File: config.mk
export PLATFORM = sky130hd
export DESIGN_NAME = smfc_checksum
export DESIGN_NICKNAME = d
export VERILOG_FILES = /design/src/shared/smfc_pkg.sv /design/src/core/smfc_checksum.sv
export SDC_FILE = /design/constraint.sdc
export NUM_CORES = 1
export LEC_CHECK = 0
export ABC_AREA = 1
export BUFFER_PORTS_ARGS = -buffer_cell sky130_fd_sc_hd__buf_2
export CAP_MARGIN = 10
export CORE_MARGIN = 2
export CORE_UTILIZATION = 52
export CTS_BUF_LIST = sky130_fd_sc_hd__clkbuf_16
export CTS_CLUSTER_DIAMETER = 200
export DETAILED_ROUTE_END_ITERATION = 8
export PLACE_DENSITY = 0.85
export SLEW_MARGIN = 20
export SYNTH_ARGS = -nofsm -noshare
export SYNTH_HDL_FRONTEND = slang
export SYNTH_SLANG_ARGS = --single-unit
export TNS_END_PERCENT = 5
File: constraint.sdc
create_clock -name i_sys_clk -period 3.73 [get_ports i_sys_clk]
set_clock_uncertainty 0.2 [all_clocks]
set_input_delay 0.373 -clock i_sys_clk [delete_from_list [all_inputs] [get_ports i_sys_clk]]
set_output_delay 0.373 -clock i_sys_clk [all_outputs]
set_load 0.01 [all_outputs]
File: src/shared/smfc_pkg.sv
// constants and types shared by the secure message fragment checker
package smfc_pkg;

  // apb register byte offsets
  localparam logic [7:0] SMFC_OFF_CTRL = 8'h00;
  localparam logic [7:0] SMFC_OFF_STATUS = 8'h04;
  localparam logic [7:0] SMFC_OFF_INT_CLR = 8'h08;
  localparam logic [7:0] SMFC_OFF_INT_EN = 8'h0C;
  localparam logic [7:0] SMFC_OFF_HDR = 8'h10;
  localparam logic [7:0] SMFC_OFF_CHECK = 8'h14;
  localparam logic [7:0] SMFC_OFF_MISSED = 8'h18;
  localparam logic [7:0] SMFC_OFF_CHARS = 8'h1C;

  // control register fields and reset values
  localparam int SMFC_CTRL_ENABLE_BIT = 0;
  localparam int SMFC_CTRL_NUMBER_BIT = 1;
  localparam int SMFC_CTRL_ROLL_LSB = 8;
  localparam logic SMFC_RST_ENABLE = 1'b1;
  localparam logic SMFC_RST_NUMBER = 1'b1;
  localparam logic [5:0] SMFC_RST_ROLLOVER = 6'h3F;
  localparam logic [4:0] SMFC_RST_INT_EN = 5'h00;

  // status / interrupt bit positions
  localparam int SMFC_ST_FRAG_DONE = 0;
  localparam int SMFC_ST_CKSUM_ERR = 1;
  localparam int SMFC_ST_SEQ_ERR = 2;
  localparam int SMFC_ST_MISSED = 3;
  localparam int SMFC_ST_MSG_DONE = 4;
  localparam int SMFC_ST_W = 5;

  // word layout
  localparam int SMFC_WORD_W = 21;
  localparam int SMFC_CHAR_W = 7;
  localparam int SMFC_CHARS_PER_WORD = 3;
  localparam int SMFC_GRP_LO_LSB = 0;
  localparam int SMFC_GRP_MID_LSB = 8;
  localparam int SMFC_GRP_HI_LSB = 16;
  localparam logic [20:0] SMFC_CHECK_MASK = 21'h0003FF;
  localparam logic [1:0] SMFC_FRAG_INIT = 2'h3;
  localparam logic [1:0] SMFC_FRAG_FIRST_CONT = 2'h0;
  localparam logic [6:0] SMFC_FILL_CHAR = 7'h03;

  // paging address slots tracked for numbering
  localparam int SMFC_ADDR_W = 2;
  localparam int SMFC_NUM_ADDR = 4;

  typedef logic [6:0] smfc_char_t;

  // first word of a fragment, msb first so it overlays the word directly
  typedef struct packed {
    logic [1:0] spare;
    logic [5:0] num;
    logic [1:0] frag;
    logic cont;
    logic [9:0] check;
  } smfc_hdr_s;

  // one received codeword with its framing
  typedef struct packed {
    logic first;
    logic last;
    logic [SMFC_ADDR_W-1:0] addr;
    logic retrieval;
    logic [SMFC_WORD_W-1:0] data;
  } smfc_word_s;

  // three characters of a text word, third in the top bits
  typedef struct packed {
    smfc_char_t third;
    smfc_char_t second;
    smfc_char_t first;
  } smfc_chars_s;

endpackage : smfc_pkg

File: src/core/smfc_checksum.sv
// fragment check value accumulator
`timescale 1ns/1ps
module smfc_checksum
  import smfc_pkg::*;
(
  // clock and reset
  input wire logic i_sys_clk,
  input wire logic i_reset,
  input wire logic i_clk_en,
  // word stream
  input wire logic i_clear,
  input wire logic i_add,
  input wire logic [SMFC_WORD_W-1:0] i_word,
  // check value including the current word
  output logic [9:0] o_check_next
);

  logic [9:0] sum;
  wire [9:0] base = i_clear ? 10'h000 : sum;
  wire [9:0] grp_lo = {2'h0, i_word[SMFC_GRP_MID_LSB-1:SMFC_GRP_LO_LSB]};
  wire [9:0] grp_mid = {2'h0, i_word[SMFC_GRP_HI_LSB-1:SMFC_GRP_MID_LSB]};
  wire [9:0] grp_hi = {5'h00, i_word[SMFC_WORD_W-1:SMFC_GRP_HI_LSB]};
  wire [9:0] next_sum = base + grp_lo + grp_mid + grp_hi;

  assign o_check_next = ~next_sum;

  always_ff @(posedge i_sys_clk)
  begin
    if (i_reset)
      sum <= 10'h000;
    else if (i_clk_en && i_add)
      sum <= next_sum;
  end

endmodule : smfc_checksum

======== Yosys cells after proc, flatten, opt, wreduce, memory -nomap -nowiden ========
Index checks and enable logic that the tools add are counted.
word-level totals
  output and inout bits ................... 10
  flip-flop bits (word level) ............. 10
  bits of input ports ..................... 26
  logic and storage cells ................. 7
operators by class
  bitwise operators ....................... 1
  reduce and logical (&&, ||, !) cells .... 1
  multiplexer cells ....................... 1
  $add $sub $neg .......................... 3
operators with widths
  operator                number
  adder 10 x 8 -> 10 bit  2
  adder 10 x 5 -> 10 bit  1
  2-to-1 mux 10 bit       1
  NOT 10 bit              1
  logical AND 1 bit       1

======== Logic depth before layout (Yosys ltp) ========
Gate-level depths: netlist of the first run.
  word-level depth ........................ 5
  depth in mapped cells ................... 14
  depth with buffers taken out ............ 14

======== Least setup slack after synthesis of the first run ========
No wires, ideal clock.
  kind .................................... input port to output port
  start ................................... in i_word[1]
  end ..................................... out o_check_next[9]
  buffers on the path ..................... 0
  cell stages on the path ................. 11
  arrival time ............................ 2.580 ns
  required time ........................... 3.157 ns
  slack ................................... 0.577 ns
  cells stage by stage .................... inv_1 fa_1 inv_1 fa_1 ha_1 fa_1 nand2_1 nand2_1 nand3_1 nand3_1 and2_1
between the ends
  cells in the longest elaborated chain, start to end .. 4
RTL lines
  item                                 RTL line             RTL
  from (decl)                          smfc_checksum.sv:13  input wire logic [SMFC_WORD_W-1:0] i_word,
  adder 10 x 8 -> 10 bit (2 in a row)  smfc_checksum.sv:23  wire [9:0] next_sum = base + grp_lo + grp_mid + grp_hi;
  adder 10 x 5 -> 10 bit               smfc_checksum.sv:23
  NOT 10 bit                           smfc_checksum.sv:25  assign o_check_next = ~next_sum;
  to (decl)                            smfc_checksum.sv:15  output logic [9:0] o_check_next
Every way passes these cells.

======== Worst setup path after layout of the first run ========
  start ................................... in i_word[1]
  end ..................................... out o_check_next[7]
Same word-level chain as after synthesis.

==> out/metrics.cfg, run 1 <==
[die]
die_w_um = 53.1
start_util_pct = 55.6
design.die.area_um2 = 2820
rows = 17
coreArea_um2 = 2250
die_h_um = 53.1
ios = 36

[worst_hold_path]
hp-start = sum[0]
hold_path.class = register to register

[job]
cap_viol_max_count = 0

[cells_and_area]
num-fill-cells = 199
layout.cells.most_common = inv_1
syn2layout_area_growth_pct = 22.7
largest_register = sum
largest_register_ffs = 10
n_antenna_cell = 0
multiInputGateArea_um2 = 838
ff_latch_area_um2 = 200
fin_cells = 248
nets = 273
drive_gt1_share_pct = 20.0
layout_common_cells = inv_1, nand2_1, buf_2
top_regs = sum (10)

[detailed_routing]
dr.first_iter.drc_count = 17
avgViaCountPerCell = 4.60
finalWirelength_mm = 2.51
drt_pass1_iterations = 4
drc = 0
wl_per_cell_um = 10.1
via_count = 1140
drt.antenna.violating_nets = 0

[grt]
grt-ovfl-total = 0
first_global_vias = 1131
antenna_found_initial = 0
grt_pass1_wl_mm = 4.44
track_usage_pct = 21.7
grt_max_degree = 13

[yosys]
synth_nets = 234
synth_top_area_share_pct = 20.8
ys_seq_area_share_pct = 16.0
ys_ff_latch = 10
avgSynthCellArea_um2 = 6.89
yosys.area.top_type = fa_1
ys_top_cells_by_area = fa_1, inv_1, dfxtp_1
synth_cell_types = 20
yosysWarningCount = 0
synth.cell_area_um2 = 1250
syn_inst = 182

[cts]
cts_buffers = 3
path_clk_slew_ns = 0.04
clockRootBuffer = clkbuf_16
cts_setup_buffers = 0
worstSkewPairLatency_ns = 0.24
cts-resized-gates = 0
htreeDepth = 1
cts_tree = built
cts_sinks = 10
cts_buffer_depth = 2
postCtsHoldBufs = 0

[setup_path]
rrSetupSlack_ns = 1.13
cp_max_fo = 3
cp.arrival_ns = 2.92
endpoint = o_check_next[7]
reg2reg_to = sum[8]
reg2regPathDepth = 13
crit_type = input port to output port
r2r_start = sum[7]
required_ns = 3.16
crit_start = i_word[1]
end_kind = output port
critPathLaunchType = input port

[timing]
period_minus_slack_ns = 3.50
hold_viol_final = 0
slew_headroom_pct = 78.2
setup_ws_ns = 0.234
rsz0062_at_grt = false
fin_crit_sh_pct = 93.7
drv_slew = 0
fmax_mhz = 286
tightest_slew_ns = 0.326
setup_tns_ns = 0
setup_viol_count_final = 0

[placement]
place_hpwl_mm = 2.05
place.port_buffers = 35
pre_cts_ws_ns = 0.271
dp.cells = 244
globalplace.congestion = 0.829

[power_and_ir_drop]
ir_drop_mv = 0.311
power_w = 0.000703
p_int_w = 0.000426
sw_frac_of_total_pct = 39.4
seqPwrFrac_pct = 17.4
power.share.clock_pct = 27.4
powerDensity_nw_per_um2 = 457
combPwrFrac_pct = 55.2
p_leak_nw = 0.952
switchingPower_w = 0.000277

[outcome]
status = complete, no violations

[synth_stat cells]
cell type	count
nor2_1	13
dfxtp_1	10
fa_1	13
inv_2	2
nand2_1	39
nand3b_1	1
and2_4	1
xnor2_2	1
nor2_2	1
or2_4	1
nand3_1	11
ha_1	13
o21ai_0	2
buf_2	1
and2_1	4
o21ai_1	3
a21oi_1	10
xnor2_1	1
xor2_1	1
inv_1	54
[final cells by class]
type / instances / share of cell area, %
Clock buffer: 3 / 4.88
Clock inverter: 1 / 0.244
Inverter: 56 / 13.7
Tap cell: 28 / 2.28
Sequential cell: 10 / 13.0
Timing Repair Buffer: 35 / 11.4
Multi-Input combinational cell: 115 / 54.5
[power groups by stage]
stage	Sequential, W	Clock (W)	Combinational (W)
floorplan	0.000123	0	0.000276
global placement	0.000123	0	0.000378
detailed placement	0.000124	0	0.000386
CTS	0.000122	0.000196	0.000393
global route	0.000123	0.000204	0.000447
finish	0.000122	0.000193	0.000389
[per-stage QoR]
stage	util, %	instance area (um2)	hold WS (ns)
6_report	68.2	1540	0.252
5_1_grt	68.2	1540	0.285
4_1_cts	68.2	1540	0.253
3_5_place_dp	64.7	1460	0.248
3_3_place_gp	64.7	1460	0.240
2_1_floorplan	-	1250	0.230
[critical path, cell delays in order]
cell and delay [ns]:
buf_2 0.07, inv_1 0.04, fa_1 0.54, inv_1 0.06, fa_1 0.47, ha_1 0.25
fa_1 0.42, nand2_1 0.10, nand2_1 0.10, nand3b_1 0.12, nand3_1 0.09, and2_1 0.16
buf_2 0.13
[layer usage]
metal	GRT usage, %	vias to the layer above	part of all wire [%]	wire length [um]
li1	-	607	-	-
met1	25.4	507	45	1140
met2	38.5	22	50	1250
met3	2.82	4	2.8	71
met4	10.7	0	2.0	51
met5	0	-	0	0
[how the worst min path moves through the flow]
stage	end	slack, ns	depth (start not counted)
global placement	sum[1]	0.24	2
finish	sum[0]	0.25	2
CTS	sum[0]	0.25	2
detailed placement	sum[0]	0.25	2
floorplan	sum[0]	0.23	2
global route	sum[1]	0.29	2
[cells by family (layout without fill, tap and decap cells)]
group	Yosys count	after routing	share of synthesized area, %
AO/OA/AOI/OAI	15	15	5.99
XOR/XNOR	3	3	2.70
flip-flops	10	10	16.0
adder cells (fa/ha/maj)	26	26	33.7
buffers and inverters	57	95	17.2
AND/OR/NAND/NOR	71	71	24.5
Note: power is estimated with default switching activity, not from simulation.
==> run 2, diff against run 1 <==
- PLACE_DENSITY: 0.85 -> default
- PLACE_DENSITY_LB_ADDON: default -> 0.1
- SLEW_MARGIN: 20 -> default
==> run 2 against run 1 <==
  * Design area shrank 0.24%
  * Flip-flop and latch count is the same
  * Clock power shrank 2%
  * Wire length grew 6.9%
  * Core utilization shrank 0.17 points
  * Worst hold slack gained 0.0014 ns
  * First-iteration DRC count grew 5.9%
  * Worst setup slack lost 0.0071 ns
  * Non-clock buffer count is the same
  * Cell count shrank 0.40%
  * Maximum frequency shrank 0.20%
  * Global-route usage grew 1.1 points
==> out/metrics.cfg, run 2 (synthesis results as in run 1) <==
[outcome]
status = complete, no violations

[grt]
grt-ovfl-total = 0
antenna_found_initial = 0
grt_max_degree = 13
grt_pass1_wl_mm = 4.73
track_usage_pct = 22.8
first_global_vias = 1202

[cells_and_area]
top_regs = sum (10)
layout.cells.most_common = inv_1
n_antenna_cell = 0
syn2layout_area_growth_pct = 22.4
fin_area_um2 = 1530
largest_register_ffs = 10
drive_gt1_share_pct = 20.1
fin_cells = 247
largest_register = sum
layout_common_cells = inv_1, nand2_1, buf_2
nets = 273

[timing]
rsz0062_at_grt = false
hold_viol_final = 0
setup_ws_ns = 0.227
setup_tns_ns = 0
slew_headroom_pct = 77.7
period_minus_slack_ns = 3.50
fmax_mhz = 285
drv_slew = 0
fin_crit_sh_pct = 93.9
setup_viol_count_final = 0
tightest_slew_ns = 0.334

[detailed_routing]
via_count = 1183
dr.first_iter.drc_count = 18
wl_per_cell_um = 10.9
drc = 0
drt.antenna.violating_nets = 0
drt_pass1_iterations = 4
finalWirelength_mm = 2.68
avgViaCountPerCell = 4.79

[setup_path]
critPathLaunchType = input port
rrSetupSlack_ns = 1.13
crit_type = input port to output port
end_kind = output port
cp_max_fo = 3
required_ns = 3.16
cp.arrival_ns = 2.93

[die]
start_util_pct = 55.6
design.die.area_um2 = 2820
die_w_um = 53.1
ios = 36
die_h_um = 53.1
rows = 17
coreArea_um2 = 2250

[cts]
clockRootBuffer = clkbuf_16
cts_buffer_depth = 2
htreeDepth = 1
cts_tree = built
postCtsHoldBufs = 0
cts_buffers = 3
worstSkewPairLatency_ns = 0.24
cts-resized-gates = 0
cts_sinks = 10
path_clk_slew_ns = 0.04
cts_setup_buffers = 0

[placement]
place_hpwl_mm = 2.23
pre_cts_ws_ns = 0.245
place.port_buffers = 35
dp.cells = 244
globalplace.congestion = 0.858
dpl-instance-area_um2 = 1460

[worst_hold_path]
hold_path.class = register to register

[power_and_ir_drop]
ir_drop_mv = 0.275
powerDensity_nw_per_um2 = 457
p_leak_nw = 0.950

[job]
cap_viol_max_count = 0

## run 2: layout make-up
type                    instances  area (um2)
clock buffers                   3        75.1
fillers                       221         721
inverters                      56         210
multi-input cells             115         838
flip-flops and latches         10         200
well taps                      28        35.0
repair buffers                 35         175
## run 2: power breakdown
group          switching [W]  internal, W  total [W]
Clock              0.0000500     0.000139   0.000189
Sequential        0.00000415     0.000118   0.000122
Combinational       0.000221     0.000169   0.000389
## run 2: per-stage QoR
| stage | hold slack, ns | power, W | utilization (%) |
|---|---|---|---|
| 6_report | 0.253 | 0.000701 | 68.0 |
| 5_1_grt | 0.282 | 0.000765 | 68.0 |
| 4_1_cts | 0.258 | 0.000706 | 68.0 |
| 3_5_place_dp | 0.252 | 0.000513 | 64.7 |
| 3_3_place_gp | 0.243 | 0.000502 | 64.7 |
| 2_1_floorplan | 0.230 | 0.000398 | - |
## run 2: worst max-delay path: stages
cell and delay, ns:
buf_2 0.07, inv_1 0.04, fa_1 0.54, inv_1 0.06, fa_1 0.50, ha_1 0.25, fa_1 0.41, nand2_1 0.09
nand2_1 0.08, nand3_1 0.11, nand3_1 0.10, and2_1 0.17, buf_2 0.13
## run 2: worst paths after layout
kind | startpoint | to | cells past startpoint
hold reg to reg | sum[0] | sum[0] | 2
setup / recovery | i_word[1] | o_check_next[9] | 13
setup reg to reg | sum[7] | sum[9] | 13
hold / removal | sum[0] | sum[0] | 2
## run 2: metal layers
| metal | vias up | wire length, um | GRT usage [%] |
|---|---|---|---|
| li1 | 610 | - | - |
| met1 | 551 | 1180 | 25.8 |
| met5 | - | 0 | 0 |
| met4 | 0 | 20 | 5.56 |
| met2 | 20 | 1410 | 44.0 |
| met3 | 2 | 80 | 3.39 |
==> run 3, diff against run 2 <==
- ABC_AREA: 1 -> default
- clock period: 3.73 -> 4 ns (I/O delays scaled with it)
==> run 3 against run 2 <==
  * Core utilization decreased by 0.11 points
  * Synthesized cell count decreased by 21%
  * Non-clock buffer count increased by 1
  * Critical endpoint unchanged
  * Flip-flop and latch count unchanged
  * Via count decreased by 7.5%
  * Worst hold slack improved by 0.0090 ns
  * Total power decreased by 3.9%
  * Largest power group unchanged
  * Largest cell class unchanged
  * Register-to-register slack got worse by 0.16 ns
  * Design area decreased by 2.0%
  * Sequential share of layout area increased by 0.27 points
==> out/metrics.cfg, run 3 <==
[die]
rows = 17
coreArea_um2 = 2210
design.die.area_um2 = 2750
die_h_um = 52.5
die_w_um = 52.5
ios = 36
start_util_pct = 55.3

[cells_and_area]
fin_cells = 207
layout.cells.most_common = buf_2
drive_gt1_share_pct = 25.1
largest_register = sum
top_regs = sum (10)
final_core_util_pct = 67.9
layout_common_cells = buf_2, inv_1, fa_1
syn2layout_area_growth_pct = 22.9
fin_area_um2 = 1500
n_antenna_cell = 0
largest_register_ffs = 10
nets = 233

[placement]
dpl-instance-area_um2 = 1430
place.port_buffers = 35
dp.cells = 204
place_hpwl_mm = 2.24
globalplace.congestion = 0.734

[setup_path]
crit_family = adder cells
end_kind = output port
cp_max_fo = 3
critPathLaunchType = input port
reg2regPathDepth = 9
crit_type = input port to output port
crit_chain = buf_2 -> inv_1 -> fa_1 -> inv_1 -> fa_1 -> ha_2 -> fa_1 -> a211oi_2 -> o21ai_2 -> or3_4 -> nand3_1 -> xnor2_1 -> buf_2
cp_common_cell = fa_1
rrSetupSlack_ns = 0.97
cp.arrival_ns = 3.27
path_buf_inv = 4
r2r_start = sum[6]
required_ns = 3.40
cpPeakStageDelay_ns = 0.52
reg2reg_to = sum[9]
cpMaxStageDelayCell = fa_1

[timing]
rsz0062_at_grt = false
fmax_mhz = 259
setup_tns_ns = 0
drv_slew = 0
slew_headroom_pct = 70.0
tightest_slew_ns = 0.450
fin_crit_sh_pct = 96.7
setup_viol_count_final = 0
period_minus_slack_ns = 3.87
hold_viol_final = 0

[worst_hold_path]
worst_hold_path.endpoint = sum[2]
hp-start = sum[2]
hold_path.class = register to register
whs_path_depth = 2

[detailed_routing]
via_count = 1094
drt.antenna.violating_nets = 0
drt_pass1_iterations = 4
wl_per_cell_um = 13.5
avgViaCountPerCell = 5.29
finalWirelength_mm = 2.79
drc = 0
dr.first_iter.drc_count = 10

[job]
cap_viol_max_count = 0

[yosys]
yosysMostFrequentCell = inv_1
synth_simple_gate_area_share_pct = 18.0
synth-compound-area-share_pct = 15.4
ys.flop_type = dfxtp_1
synth_common_cells = inv_1, fa_1, ha_1, nand2_1, dfxtp_1
avgSynthCellArea_um2 = 8.49
ys_top_cells_by_area = fa_1, dfxtp_1, ha_1
synth_top_family_by_area = adder cells
yosys.area.top_type = fa_1
async_flop_share_pct = 0
synth_top_area_share_pct = 21.3
synth_cell_types = 32
ys_seq_area_share_pct = 16.4
ys_ff_latch = 10
yosysWarningCount = 0
synth_xor_area_share_pct = 5.02
synth.area.mux_share_pct = 0.819
syn_inst = 144
synth_nets = 196
synth_fa_ha_area_share_pct = 34.6
synth_edf_count = 0
synth.cell_area_um2 = 1220

[grt]
grt_max_degree = 14
grt-ovfl-total = 0
antenna_found_initial = 0
grt_pass1_wl_mm = 4.71
track_usage_pct = 23.3
first_global_vias = 1139

[cts]
path_clk_slew_ns = 0.04
postCtsHoldBufs = 0
clockRootBuffer = clkbuf_16
htreeDepth = 1
cts_buffers = 3
cts_buffer_depth = 2
cts_sinks = 10
cts_tree = built
cts-resized-gates = 0
worstSkewPairLatency_ns = 0.24
cts_setup_buffers = 0

[power_and_ir_drop]
p_leak_nw = 0.776
ir_drop_mv = 0.381
powerDensity_nw_per_um2 = 448

[outcome]
status = complete, no violations

run 3: changes by cell type in the layout (fill, tap and decap cells not counted), sizes merged, moves of 4 or more:
cell / previous run / this run
nand3: 11 / 2
nand2b: 0 / 6
inv: 56 / 28
nand2: 39 / 11
and2: 5 / 1
nor2b: 0 / 8
a211oi: 0 / 4
nor2: 14 / 4
run 3: worst min-delay path: stages (launching register included):
cell,delay [ns]
dfxtp_1,0.31
nand2_1,0.05
a21oi_1,0.05
run 3: metrics by stage:
stage / hold slack, ns / power, W / setup WS (ns)
floorplan: 0.232 / 0.000381 / 0.276
global placement: 0.238 / 0.000483 / 0.0802
detailed placement: 0.253 / 0.000497 / 0.0541
CTS: 0.258 / 0.000677 / 0.0462
global route: 0.281 / 0.000731 / 0.00786
finish: 0.262 / 0.000673 / 0.133
run 3: per-layer routing:
metal | vias to the layer above | global-route usage, % | wire [um]
li1 | 540 | - | -
met1 | 516 | 26.2 | 1100
met2 | 36 | 42.9 | 1460
met3 | 2 | 6.57 | 214
met4 | 0 | 5.56 | 21
met5 | - | 0 | 0
run 3: how the worst max path moves through the flow:
stage / end / startpoint / slack [ns] / cells past startpoint
global placement: o_check_next[9] / i_word[1] / 0.08 / 13
CTS: o_check_next[9] / i_word[1] / 0.05 / 13
finish: o_check_next[9] / i_word[1] / 0.13 / 13
global route: o_check_next[9] / i_word[1] / 0.008 / 13
detailed placement: o_check_next[9] / i_word[1] / 0.05 / 13
floorplan: o_check_next[9] / i_word[1] / 0.28 / 11
run 3: layout make-up:
type | instances | area [um2]
clock buffers | 3 | 75.1
repair buffers | 36 | 183
multi-input cells | 102 | 905
fillers | 195 | 709
well taps | 28 | 35.0
inverters | 28 | 105
flip-flops and latches | 10 | 200
run 3: power by group:
part           leakage, nW  internal (W)  switching [W]  total [W]
Clock               0.0370      0.000130      0.0000465   0.000176
Sequential          0.0818      0.000113     0.00000621   0.000119
Combinational        0.657      0.000166       0.000212   0.000378
Total                0.776      0.000408       0.000265   0.000673
run 3: cells by family after synthesis:
kind of cell    count (synthesis)
mux                             1
flops                          10
simple gates                   40
compound gates                 28
fa+ha+maj                      26
buf+inv                        32
xor+xnor                        7
